$ cat config.mk
export PLATFORM = sky130hd
export DESIGN_NAME = fsr_status
export DESIGN_NICKNAME = d
export VERILOG_FILES = /design/src/pkg/fsr_pkg.sv /design/src/fsr_status.sv
export SDC_FILE = /design/constraint.sdc
export NUM_CORES = 1
export LEC_CHECK = 0
export BUFFER_PORTS_ARGS = -buffer_cell sky130_fd_sc_hd__clkbuf_2
export CELL_PAD_IN_SITES_DETAIL_PLACEMENT = 1
export CELL_PAD_IN_SITES_GLOBAL_PLACEMENT = 1
export CORE_MARGIN = 10
export CORE_UTILIZATION = 47
export CTS_CLUSTER_DIAMETER = 150
export DETAILED_ROUTE_END_ITERATION = 7
export PLACE_DENSITY_LB_ADDON = 0.1
export SYNTH_ARGS = -nofsm -noshare
export SYNTH_HDL_FRONTEND = slang
export SYNTH_SLANG_ARGS = --single-unit
export TNS_END_PERCENT = 50
$ cat constraint.sdc
create_clock -name sys_clk_i -period 2.84 [get_ports sys_clk_i]
set_input_delay 0.142 -clock sys_clk_i [delete_from_list [all_inputs] [get_ports sys_clk_i]]
set_output_delay 0.142 -clock sys_clk_i [all_outputs]
set_load 0.02 [all_outputs]
$ cat src/pkg/fsr_pkg.sv
// package for the flash operation status register block
package fsr_pkg;
    // status byte bit positions
    localparam int BIT_IDLE        = 7;
    localparam int BIT_ERASE_PAUSE = 6;
    localparam int BIT_ERASE_FAIL  = 5;
    localparam int BIT_PROG_FAIL   = 4;
    localparam int BIT_SUPPLY      = 3;
    localparam int BIT_PROG_PAUSE  = 2;
    localparam int BIT_PROT_FAIL   = 1;
    localparam int BIT_BANK        = 0;
    // reset value: idle, no error
    localparam logic [7:0]  STATUS_RESET = 8'h80;
    localparam logic [15:0] ERASED_WORD  = 16'hFFFF;
    localparam int DATA_W = 16;
    localparam int BANK_W = 4;
    // erase suspend latency, in ns, and in cycles of a 100 ns clock
    localparam int CLK_NS            = 100;
    localparam int ERASE_SUSP_LAT_NS = 25000;
    localparam int ERASE_SUSP_CYC    = ERASE_SUSP_LAT_NS / CLK_NS;
    localparam int PROG_SUSP_LAT_NS  = 25000;
    localparam int PROG_SUSP_CYC     = PROG_SUSP_LAT_NS / CLK_NS;
endpackage

$ cat src/fsr_status.sv
// flash operation status register with pin-side snapshot logic
//
// Behaviour
// - snapshot taken on chip or output enable fall, held until it rises
// - during program or erase, bank reads return status unless array mode
// - idle, suspend and bank bits are set and cleared by device itself
// - error bits stay set until clear-status command or hardware reset
// - idle bit is 0 while controller busy, 1 when idle
// - after suspend, idle bit stays 0 until controller paused or suspend latency elapsed
// - erase paused bit set within latency; erase done first skips suspend
// - resume clears erase paused bit and continues the erase
// - erase fail set when max pulses applied and block still fails verify
// - blank check sets erase fail when any word differs from all ones
// - new erase appears to fail while erase fail bit set
// - program fail set when max pulses applied and word fails verify
// - programming a one over a zero flags only at supply high level
// - new program appears to fail while program fail bit set
// - protected block fail is 1 after aborted program or erase on a protected block
// - program paused bit 1 while program suspended, else 0
// - bank bit outside factory mode: 1 other bank busy or idle after factory mode exit until next command, 0 otherwise
// - factory mode word ready bit: 0 ready, 1 not ready or exited
// - supply fault sampled only at operation start, 1 below lockout
`timescale 1ns/1ps
`default_nettype none
module fsr_status
    import fsr_pkg::*;
#(
    parameter int SUSP_LAT_CYC = ERASE_SUSP_CYC // shorten in simulation
) (
    input  wire logic              sys_clk_i,       // 10 MHz clock
    input  wire logic              nrst_i,          // sync reset, low
    input  wire logic              ce_n_i,          // chip enable pin
    input  wire logic              oe_n_i,          // output enable pin
    input  wire logic [BANK_W-1:0] read_bank_i,     // bank of read address
    input  wire logic [DATA_W-1:0] array_data_i,    // array read data
    input  wire logic              read_status_i,   // read-status command
    input  wire logic              read_array_i,    // read-array command
    input  wire logic              clear_status_i,  // clear-status command
    input  wire logic              prog_start_i,    // program command
    input  wire logic              erase_start_i,   // erase command
    input  wire logic              blank_start_i,   // blank check command
    input  wire logic [BANK_W-1:0] op_bank_i,       // bank of new operation
    input  wire logic              block_locked_i,  // target block locked
    input  wire logic              supply_ok_i,     // supply above lockout
    input  wire logic              supply_high_i,   // supply at high level
    input  wire logic              op_done_i,       // algorithm finished
    input  wire logic              verify_fail_i,   // max pulses, no verify
    input  wire logic              overprog_i,      // one over zero attempt
    input  wire logic [DATA_W-1:0] blank_word_i,    // word read in check
    input  wire logic              blank_valid_i,   // blank_word_i valid
    input  wire logic              suspend_i,       // suspend command
    input  wire logic              resume_i,        // resume command
    input  wire logic              paused_i,        // algorithm has paused
    input  wire logic              buffered_factory_program_mode_i, // mode
    input  wire logic              word_ready_i,    // ready for buffer load
    output logic                   op_run_o,        // algorithm go
    output logic                   op_reject_o,     // command appears failed
    output logic                   pause_req_o,     // ask algorithm to pause
    output logic [DATA_W-1:0]      data_o,          // data bus out
    output logic                   data_oe_o        // data bus drive enable
);

    typedef enum {ST_IDLE, ST_PROG, ST_ERASE, ST_BLANK,
                  ST_SUSP_WAIT, ST_SUSPENDED} fsr_state_e;

    fsr_state_e         state_reg;
    fsr_state_e         susp_from_reg;
    logic [BANK_W-1:0]  bank_reg;
    logic               factory_exited_reg;
    logic               erase_fail_reg;
    logic               prog_fail_reg;
    logic               supply_reg;
    logic               prot_reg;
    logic               array_mode_reg;
    logic [2:0]         ce_sync_reg;
    logic [2:0]         oe_sync_reg;
    logic               ce_n_reg;
    logic               oe_n_reg;
    logic [7:0]         snap_reg;
    logic [15:0]        lat_cnt_reg;
    logic [7:0]         status_next;
    logic               busy;
    logic               any_start;
    logic               blocked;

    function automatic logic is_erased(input logic [DATA_W-1:0] w);
        return w == ERASED_WORD;
    endfunction

    ////////////////////////////////////////////////////////////////////////
    // pin synchronisers: change counts once stages two and three agree

    always_ff @(posedge sys_clk_i) begin
        if (!nrst_i) begin
            ce_sync_reg <= 3'b111;
            oe_sync_reg <= 3'b111;
            ce_n_reg    <= 1'b1;
            oe_n_reg    <= 1'b1;
        end else begin
            ce_sync_reg <= {ce_sync_reg[1:0], ce_n_i};
            oe_sync_reg <= {oe_sync_reg[1:0], oe_n_i};
            if (ce_sync_reg[1] == ce_sync_reg[2])
                ce_n_reg <= ce_sync_reg[2];
            if (oe_sync_reg[1] == oe_sync_reg[2])
                oe_n_reg <= oe_sync_reg[2];
        end
    end

    wire logic ce_now = (ce_sync_reg[1] == ce_sync_reg[2]) ? ce_sync_reg[2]
                                                           : ce_n_reg;
    wire logic oe_now = (oe_sync_reg[1] == oe_sync_reg[2]) ? oe_sync_reg[2]
                                                           : oe_n_reg;
    wire logic access_fall = (ce_n_reg & ~ce_now & ~oe_now)
                           | (oe_n_reg & ~oe_now & ~ce_now);
    wire logic access_on   = ~ce_now & ~oe_now;

    ////////////////////////////////////////////////////////////////////////
    // controller state

    assign busy      = (state_reg == ST_PROG) || (state_reg == ST_ERASE)
                    || (state_reg == ST_BLANK)
                    || (state_reg == ST_SUSP_WAIT);
    assign any_start = prog_start_i | erase_start_i | blank_start_i;
    // stale errors make the next command look failed; erase or program fail blocks only its own command
    assign blocked = (erase_start_i & erase_fail_reg)
                   | (prog_start_i & prog_fail_reg)
                   | supply_reg | prot_reg
                   | ~supply_ok_i | block_locked_i;

    always_ff @(posedge sys_clk_i) begin
        if (!nrst_i) begin
            state_reg     <= ST_IDLE;
            susp_from_reg <= ST_IDLE;
            bank_reg      <= '0;
            lat_cnt_reg   <= '0;
            op_run_o      <= 1'b0;
            op_reject_o   <= 1'b0;
            pause_req_o   <= 1'b0;
        end else begin
            op_reject_o <= 1'b0;
            case (state_reg)
            ST_IDLE: begin
                if (any_start && blocked) begin
                    op_reject_o <= 1'b1;
                end else if (any_start) begin
                    bank_reg  <= op_bank_i;
                    op_run_o  <= 1'b1;
                    state_reg <= prog_start_i  ? ST_PROG :
                                 erase_start_i ? ST_ERASE : ST_BLANK;
                end
            end
            ST_PROG, ST_ERASE, ST_BLANK: begin
                if (op_done_i) begin
                    op_run_o  <= 1'b0;
                    state_reg <= ST_IDLE;
                end else if (suspend_i && state_reg != ST_BLANK) begin
                    susp_from_reg <= state_reg;
                    pause_req_o   <= 1'b1;
                    lat_cnt_reg   <= '0;
                    state_reg     <= ST_SUSP_WAIT;
                end
            end
            ST_SUSP_WAIT: begin
                lat_cnt_reg <= lat_cnt_reg + 16'h0001;
                // finishing first wins over suspending
                if (op_done_i) begin
                    op_run_o    <= 1'b0;
                    pause_req_o <= 1'b0;
                    state_reg   <= ST_IDLE;
                end else if (paused_i ||
                        lat_cnt_reg >= 16'(SUSP_LAT_CYC - 1)) begin
                    state_reg <= ST_SUSPENDED;
                end
            end
            ST_SUSPENDED: begin
                if (resume_i) begin
                    pause_req_o <= 1'b0;
                    state_reg   <= susp_from_reg;
                end
            end
            default: state_reg <= ST_IDLE;
            endcase
        end
    end

    always_ff @(posedge sys_clk_i) begin
        if (!nrst_i)
            factory_exited_reg <= 1'b0;
        else if (buffered_factory_program_mode_i)
            factory_exited_reg <= 1'b1;
        else if (any_start)
            factory_exited_reg <= 1'b0;
    end

    ////////////////////////////////////////////////////////////////////////
    // sticky error bits: a set in the clear cycle wins

    always_ff @(posedge sys_clk_i) begin
        if (!nrst_i) begin
            erase_fail_reg <= 1'b0;
            prog_fail_reg  <= 1'b0;
            supply_reg     <= 1'b0;
            prot_reg       <= 1'b0;
        end else begin
            if ((state_reg == ST_ERASE && verify_fail_i) ||
                (state_reg == ST_BLANK && blank_valid_i &&
                 !is_erased(blank_word_i)))
                erase_fail_reg <= 1'b1;
            else if (clear_status_i)
                erase_fail_reg <= 1'b0;
            if (state_reg == ST_PROG && (verify_fail_i ||
                (overprog_i && supply_high_i)))
                prog_fail_reg <= 1'b1;
            else if (clear_status_i)
                prog_fail_reg <= 1'b0;
            // supply checked only at operation start
            if (state_reg == ST_IDLE && any_start && !supply_ok_i)
                supply_reg <= 1'b1;
            else if (clear_status_i)
                supply_reg <= 1'b0;
            if (state_reg == ST_IDLE && (prog_start_i | erase_start_i)
                && block_locked_i)
                prot_reg <= 1'b1;
            else if (clear_status_i)
                prot_reg <= 1'b0;
        end
    end

    ////////////////////////////////////////////////////////////////////////
    // status byte and read path

    always_comb begin
        status_next = 8'h00;
        status_next[BIT_IDLE] = !busy;
        status_next[BIT_ERASE_PAUSE] = (state_reg == ST_SUSPENDED) &&
                                       (susp_from_reg == ST_ERASE);
        status_next[BIT_ERASE_FAIL]  = erase_fail_reg;
        status_next[BIT_PROG_FAIL]   = prog_fail_reg;
        status_next[BIT_SUPPLY]      = supply_reg;
        status_next[BIT_PROG_PAUSE]  = (state_reg == ST_SUSPENDED) &&
                                       (susp_from_reg == ST_PROG);
        status_next[BIT_PROT_FAIL]   = prot_reg;
        if (buffered_factory_program_mode_i)
            status_next[BIT_BANK] = busy ? !word_ready_i : 1'b1;
        else if (factory_exited_reg && !busy)
            status_next[BIT_BANK] = 1'b1;
        else
            status_next[BIT_BANK] = busy &&
                                    (read_bank_i != bank_reg);
    end

    always_ff @(posedge sys_clk_i) begin
        if (!nrst_i)
            array_mode_reg <= 1'b1;
        else if (read_array_i)
            array_mode_reg <= 1'b1;
        else if (read_status_i || (state_reg == ST_IDLE && any_start))
            array_mode_reg <= 1'b0;
    end

    // snapshot frozen for the whole access, so a read never tears
    always_ff @(posedge sys_clk_i) begin
        if (!nrst_i)
            snap_reg <= STATUS_RESET;
        else if (access_fall)
            snap_reg <= status_next;
    end

    always_ff @(posedge sys_clk_i) begin
        if (!nrst_i) begin
            data_o    <= '0;
            data_oe_o <= 1'b0;
        end else begin
            data_oe_o <= access_on;
            if (!array_mode_reg &&
                (!busy || read_bank_i == bank_reg || read_status_i))
                data_o <= {8'h00,
                           access_fall ? status_next : snap_reg};
            else
                data_o <= array_data_i;
        end
    end

    ////////////////////////////////////////////////////////////////////////
    // checks

    AST_SNAP_HELD: assert property (
        @(posedge sys_clk_i) disable iff (!nrst_i)
        access_on && !access_fall && $past(access_on) |=> $stable(snap_reg))
        else $error("snapshot changed during access");
    AST_IDLE_BIT: assert property (
        @(posedge sys_clk_i) disable iff (!nrst_i)
        access_fall |=> snap_reg[BIT_IDLE] == !$past(busy))
        else $error("idle bit wrong in snapshot");
    AST_ERR_STICKY: assert property (
        @(posedge sys_clk_i) disable iff (!nrst_i)
        erase_fail_reg && !clear_status_i |=> erase_fail_reg)
        else $error("erase fail cleared without command");
    AST_ERASE_REJ: assert property (
        @(posedge sys_clk_i) disable iff (!nrst_i)
        state_reg == ST_IDLE && erase_start_i && erase_fail_reg
        |=> op_reject_o && state_reg == ST_IDLE)
        else $error("erase accepted with stale error");
    AST_PROG_REJ: assert property (
        @(posedge sys_clk_i) disable iff (!nrst_i)
        state_reg == ST_IDLE && prog_start_i && prog_fail_reg
        |=> op_reject_o ##1 !op_reject_o)
        else $error("program accepted with stale error");
    AST_OVERPROG: assert property (
        @(posedge sys_clk_i) disable iff (!nrst_i)
        state_reg == ST_PROG && overprog_i && !supply_high_i &&
        !verify_fail_i && !prog_fail_reg |=> !prog_fail_reg)
        else $error("over-program flagged at low supply");
    AST_SUSP_BOUND: assert property (
        @(posedge sys_clk_i) disable iff (!nrst_i)
        state_reg == ST_SUSP_WAIT && !op_done_i && lat_cnt_reg ==
        16'(SUSP_LAT_CYC - 1) |=> state_reg == ST_SUSPENDED)
        else $error("suspend latency exceeded");
    AST_RESUME: assert property (
        @(posedge sys_clk_i) disable iff (!nrst_i)
        state_reg == ST_SUSPENDED && resume_i |=> ##1
        !status_next[BIT_ERASE_PAUSE] && !status_next[BIT_PROG_PAUSE])
        else $error("paused bit stuck after resume");
    AST_UPPER_ZERO: assert property (
        @(posedge sys_clk_i) disable iff (!nrst_i)
        !array_mode_reg && !busy |=> data_o[15:8] == 8'h00)
        else $error("status upper byte not zero");
    AST_BLANK: assert property (
        @(posedge sys_clk_i) disable iff (!nrst_i)
        state_reg == ST_BLANK && blank_valid_i && blank_word_i != ERASED_WORD
        |=> erase_fail_reg)
        else $error("blank check miss not flagged");
    AST_PROT_SET: assert property (
        @(posedge sys_clk_i) disable iff (!nrst_i)
        state_reg == ST_IDLE && erase_start_i && block_locked_i
        |=> prot_reg && op_reject_o)
        else $error("locked block attempt not flagged");
    AST_SUPPLY_HOLD: assert property (
        @(posedge sys_clk_i) disable iff (!nrst_i)
        state_reg != ST_IDLE && !supply_reg |=> !supply_reg)
        else $error("supply fault set during an operation");
    AST_BANK_IDLE: assert property (
        @(posedge sys_clk_i) disable iff (!nrst_i)
        !busy && !buffered_factory_program_mode_i && !factory_exited_reg
        |-> !status_next[BIT_BANK])
        else $error("bank bit set while idle");
    AST_PAUSE_BUSY: assert property (
        @(posedge sys_clk_i) disable iff (!nrst_i)
        state_reg == ST_SUSP_WAIT |-> !status_next[BIT_IDLE])
        else $error("idle bit set before pause");

endmodule
`default_nettype wire

; ---- After elaboration in Yosys (flattened, before gate mapping)
; Cells that the tools add are included.
[totals]
regBits = 126
latch_bits = 0
ramBits = 0
rom_bits = 0
inputBits = 62
word_cells = 158
memories = 0
[op_classes]
n_addsub = 1
n_mul = 0
div = 0
magnitude_cmp = 1
n_eq_ne = 27
n_shift = 0
mux = 36
bitwise = 21
reduce_logical = 51
[op_table]
columns = cell, n
row1 = 32-bit 2-to-1 mux, 7
row2 = 32-bit by 3-bit == test with 1-bit output (second input constant), 5
row3 = 32-bit by 2-bit == test with 1-bit output (second input constant), 4
row4 = 32-bit one-hot mux with 4 select lines, 1
row5 = 32-bit by 4-bit == test with 1-bit output (second input constant), 2
row6 = 32-bit logical NOT, 2
row7 = 32-bit by 1-bit == test with 1-bit output (second input constant), 1
row8 = 16-bit 2-to-1 mux, 2
row9 = 32-bit by 3-bit inequality test with 1-bit output (second input constant), 1
row10 = 16-bit one-hot mux with 2 select lines, 1
row11 = 1-bit 2-to-1 mux, 20
row12 = 16-bit by 1-bit adder with 16-bit output (second input constant), 1
row13 = 16-bit == test (second input constant), 1
row14 = 16-bit by 8-bit >= comparator with 1-bit output (second input constant), 1
row15 = 1-bit logical AND, 16
row16 = 8-bit 2-to-1 mux, 2
row17 = 2-bit nonzero test, 7
row18 = 2-bit inequality test (second input constant), 6
row19 = 5-bit AND reduction, 2
row20 = 1-bit logical OR, 9
row21 = 3-bit AND reduction, 3
row22 = 1-bit bitwise OR, 8
row23 = 1-bit bitwise AND, 7
row24 = 3-bit inequality test (second input constant), 2
row25 = other kinds (15), 26

; ---- Logic depth before layout (Yosys ltp)
[depth]
ltp_word = 10
depth_mapped = 10
ltp_nobuf = 8

; ---- Least setup slack after synthesis
; OpenSTA, ideal clock, no wires.
[synth_path]
kind = flip-flop to flip-flop
start = reg lat_cnt_reg[1]
end = reg state_reg[15]
setup_time_ps = 115
arrival_time_ps = 1761
required_time_ps = 2725
slack_ps = 964
path_stages_with_launch = 10
path_cell_list = dfxtp_1 -> inv_1 -> ha_1 -> o311ai_1 -> a221oi_2 -> nand2b_1 -> and4_1 -> buf_2 -> buf_6 -> and2_1
[synth_via]
elab_chain_len = 4
[synth_lines]
columns = element, line
row1 = "start, declared", fsr_status.sv:80  ; logic [15:0] lat_cnt_reg;
row2 = "start signal, assigned", fsr_status.sv:164  ; lat_cnt_reg <= lat_cnt_reg + 16'h0001;
row3 = 16-bit by 8-bit >= comparator with 1-bit output, fsr_status.sv:171  ; lat_cnt_reg >= 16'(SUSP_LAT_CYC - 1)) begin
row4 = 1-bit logical OR, fsr_status.sv:170  ; end else if (paused_i ||
row5 = 3-bit inequality test (no line), n/a
row6 = 5-bit AND reduction (no line), n/a
row7 = "end signal, assigned", fsr_status.sv:148  ; state_reg <= prog_start_i ? ST_PROG :
row8 = "end signal, assigned", fsr_status.sv:178  ; state_reg <= susp_from_reg;
row9 = "end, declared", fsr_status.sv:66  ; fsr_state_e state_reg;
; No other way between the ends.
; A chain may end at the register's enable or synchronous reset.

; ---- Worst setup path after layout
[layout_path]
start = reg state_reg[0]
end = reg data_o[5]
[layout_via]
elab_chain_len = 9
elab_cells_between_ends = 12
classes_between = eq/ne: 4 / mux: 1 / reduce/logical: 7
[layout_lines]
columns = element, line
row1 = 32-bit by 2-bit == test with 1-bit output / 32-bit by 3-bit == test with 1-bit output (equally long branches), fsr_status.sv:120  ; assign busy = (state_reg == ST_PROG) || (state_reg == ST_ERASE)
row2 = 1-bit logical OR, fsr_status.sv:120
row3 = 1-bit logical OR, fsr_status.sv:121  ; || (state_reg == ST_BLANK)
row4 = 1-bit logical OR *, fsr_status.sv:122  ; || (state_reg == ST_SUSP_WAIT);
row5 = 1-bit logical NOT *, fsr_status.sv:276  ; (!busy || read_bank_i == bank_reg || read_status_i))
row6 = 1-bit logical OR * (2 in a row), fsr_status.sv:276
row7 = 1-bit logical AND *, fsr_status.sv:275  ; if (!array_mode_reg &&
row8 = 8-bit 2-to-1 mux *, fsr_status.sv:275
row9 = "end signal, assigned", fsr_status.sv:277  ; data_o <= {8'h00,
row10 = "end signal, assigned", fsr_status.sv:280  ; data_o <= array_data_i;
row11 = "end, declared", fsr_status.sv:59  ; output logic [DATA_W-1:0] data_o,
; Every way passes the cells marked *; elsewhere a longest branch is shown, timed or not.

==> results.sh <==
export IMPL_drive_gt1_share_pct=25.0
export IMPL_period_needed_ps=2570
export IMPL_layout_common_cells="dfxtp_1, clkbuf_2, and2_1"
export IMPL_chipWidth_um=123
export IMPL_slowest_stage="dfxtp_1"
export IMPL_clock_sinks=126
export IMPL_ys_types=68
export IMPL_clockRootBuffer="clkbuf_8"
export IMPL_crit_buf_inv=0
export IMPL_synthArstFlopShare_pct=0
export IMPL_vias=3989
export IMPL_slew_headroom_pct=54.3
export IMPL_critPathLaunchType="flop"
export IMPL_p_leak_nw=2.59
export IMPL_cts_buffers=17
export IMPL_crit_chain="nor2_2 -> xnor2_1 -> a41oi_2 -> nor2b_2 -> o22a_1"
export IMPL_grt_pass1_vias=4325
export IMPL_dp_worst_setup_slack_ps=464
export IMPL_drc_errors=0
export IMPL_outcome="finished, final reports clean"
export IMPL_endpoint_kind="flop"
export IMPL_postRouteAntennaNets=0
export IMPL_critPathTopFamily="flip-flops"
export IMPL_vias_per_cell=5.32
export IMPL_setup_viol=0
export IMPL_syn_inst=484
export IMPL_gr_total_overflow=0
export IMPL_ys_flop_type="dfxtp_1"
export IMPL_routed_wl_um=14200
export IMPL_finalSetupTns_ps=0
export IMPL_fp_row_count=37
export IMPL_cp_required_ps=3310
export IMPL_area_growth_pct=27.5
export IMPL_grt_antenna_before_repair=1
export IMPL_wl_per_cell_um=18.9
export IMPL_globalplace_congestion=0.803
export IMPL_final_fill_count=1145
export IMPL_cts_tree="built"
export IMPL_arrival_ps=3040
export IMPL_grt_max_degree=31
export IMPL_start_util_pct=48.1
export IMPL_post_cts_setup_buffers=0
export IMPL_drtIter0Drc=198
export IMPL_clk_path_buf_depth=2
export IMPL_cts_resized=0
export IMPL_ir_worst_vdd_mv=0.561
export IMPL_dp_hpwl_um=8800
export IMPL_grt_usage_pct=19.2
export IMPL_synth_edf_count=0
export IMPL_postLayoutCoreUtil_pct=61.4
export IMPL_clk_pin_slew_ps=60
export IMPL_synth_seq_cells=126
export IMPL_numPortBuffers=81
export IMPL_core_mm2=0.0103
export IMPL_yosys_warnings=0
export IMPL_tightest_slew_ps=686
export IMPL_postSynthAreaPerCell_um2=10.3
export IMPL_final_nets=665
export IMPL_critPathKind="reg -> reg"
export IMPL_powerDensity_mw_per_mm2=733
export IMPL_grt_pass1_wl_um=22800
export IMPL_clock_skew_final_ps=8.61
export IMPL_boundaryPins=82
export IMPL_syn_area_mm2=0.00497
export IMPL_clk_insertion_delay_late_ps=530
export IMPL_synth_nets=549
export IMPL_cp_max_fo=15
export IMPL_hold_viol=0
export IMPL_htreeDepth=4
export IMPL_fmax_mhz=389
export IMPL_finalWorstSetupSlack_ps=268
export IMPL_ys_seq_area_share_pct=50.8
export IMPL_rsz0062_at_grt="false"
export IMPL_fin_crit_sh_pct=90.6
export IMPL_die_area_mm2=0.0151
export IMPL_maxSlewViolCount=0
export IMPL_cap_violations=0
export IMPL_cpPeakStageDelay_ps=730
export IMPL_hp_class="in -> reg"
export IMPL_hold_buffers=28
export IMPL_drt_first_pass_iters=4
export IMPL_dieHeight_um=123
export IMPL_final_common_cell="dfxtp_1"
==> through the flow <==
stage               hold slack, ps  instance area [um2]  std cells  power [mW]
detailed placement             328                 5500        689        2.59
global route                  73.3                 6330        750        4.83
finish                        55.8                 6330        750        4.64
global placement               326                 5500        689        2.57
CTS                           20.5                 6330        749        4.64
floorplan                      243                 4970        484        2.39
==> cell usage after synthesis (all sizes together), types with 3 or more instances <==
cell type | instances | area (um2)
a21boi | 5 | 37.5
a21oi | 9 | 45.0
a31oi | 4 | 25.0
and2 | 71 | 444
and4 | 6 | 52.6
buf | 11 | 75.1
clkbuf | 9 | 33.8
dfxtp | 126 | 2520
ha | 3 | 37.5
inv | 14 | 52.6
mux2 | 3 | 33.8
mux2i | 11 | 110
nand2 | 21 | 81.3
nand2b | 9 | 56.3
nand3 | 14 | 80.1
nand4 | 11 | 68.8
nor2 | 29 | 111
nor2b | 23 | 146
nor3 | 6 | 57.6
nor3b | 4 | 35.0
nor4 | 31 | 320
o21ai | 7 | 38.8
o22a | 4 | 35.0
or3b | 3 | 28.8
xnor2 | 19 | 166
==> power by group <==
part	switching [mW]	internal, mW	leakage [nW]
Combinational	0.391	0.290	1.30
Clock	0.815	1.21	0.266
Sequential	0.0897	1.85	1.02
Total	1.30	3.35	2.59
==> logic make-up after synthesis <==
family,Yosys count,share of synthesized area [%]
muxes,14,2.90
buffers and inverters,34,3.25
DFF,126,50.8
and+or+nand+nor,237,31.3
adders and majority gates,4,0.982
AOI/OAI and AO/OA,49,7.30
xor gates and xnor gates,20,3.53
==> final timing paths <==
check / from / endpoint / slack, ps / depth (start not counted)
max: state_reg[0] / data_o[5] / 270 / 5
min: blank_valid_i / erase_fail_reg / 60 / 5
max reg2reg: state_reg[0] / data_o[5] / 270 / 5
min reg2reg: ce_sync_reg[0] / ce_sync_reg[1] / 440 / 1
==> metal layers <==
layer | vias to the layer above | track usage (%) | part of all wire [%]
met5 | - | 0 | 0
met4 | 0 | 7.22 | 1.6
met3 | 22 | 5.19 | 3.5
met2 | 70 | 34.0 | 54
met1 | 1976 | 21.6 | 41
li1 | 1921 | - | -
==> area by class of cell <==
| cell class | count | area (um2) | share of cell area, % |
|---|---|---|---|
| Antenna cell | 1 | 2.50 | 0.0395 |
| Clock inverter | 13 | 115 | 1.82 |
| Multi-Input combinational cell | 324 | 2280 | 36.1 |
| Sequential cell | 126 | 2520 | 39.8 |
| Timing Repair Buffer | 117 | 746 | 11.8 |
| Clock buffer | 19 | 442 | 6.97 |
| Tap cell | 136 | 170 | 2.69 |
| Inverter | 14 | 52.6 | 0.830 |
==> worst min-delay path, stage by stage <==
cell	delay (ps)
clkbuf_2	80
nand2_1	60
o2bb2ai_1	60
nand3_1	110
a21boi_0	80
No activity file was read; power rests on OpenSTA's default activity.
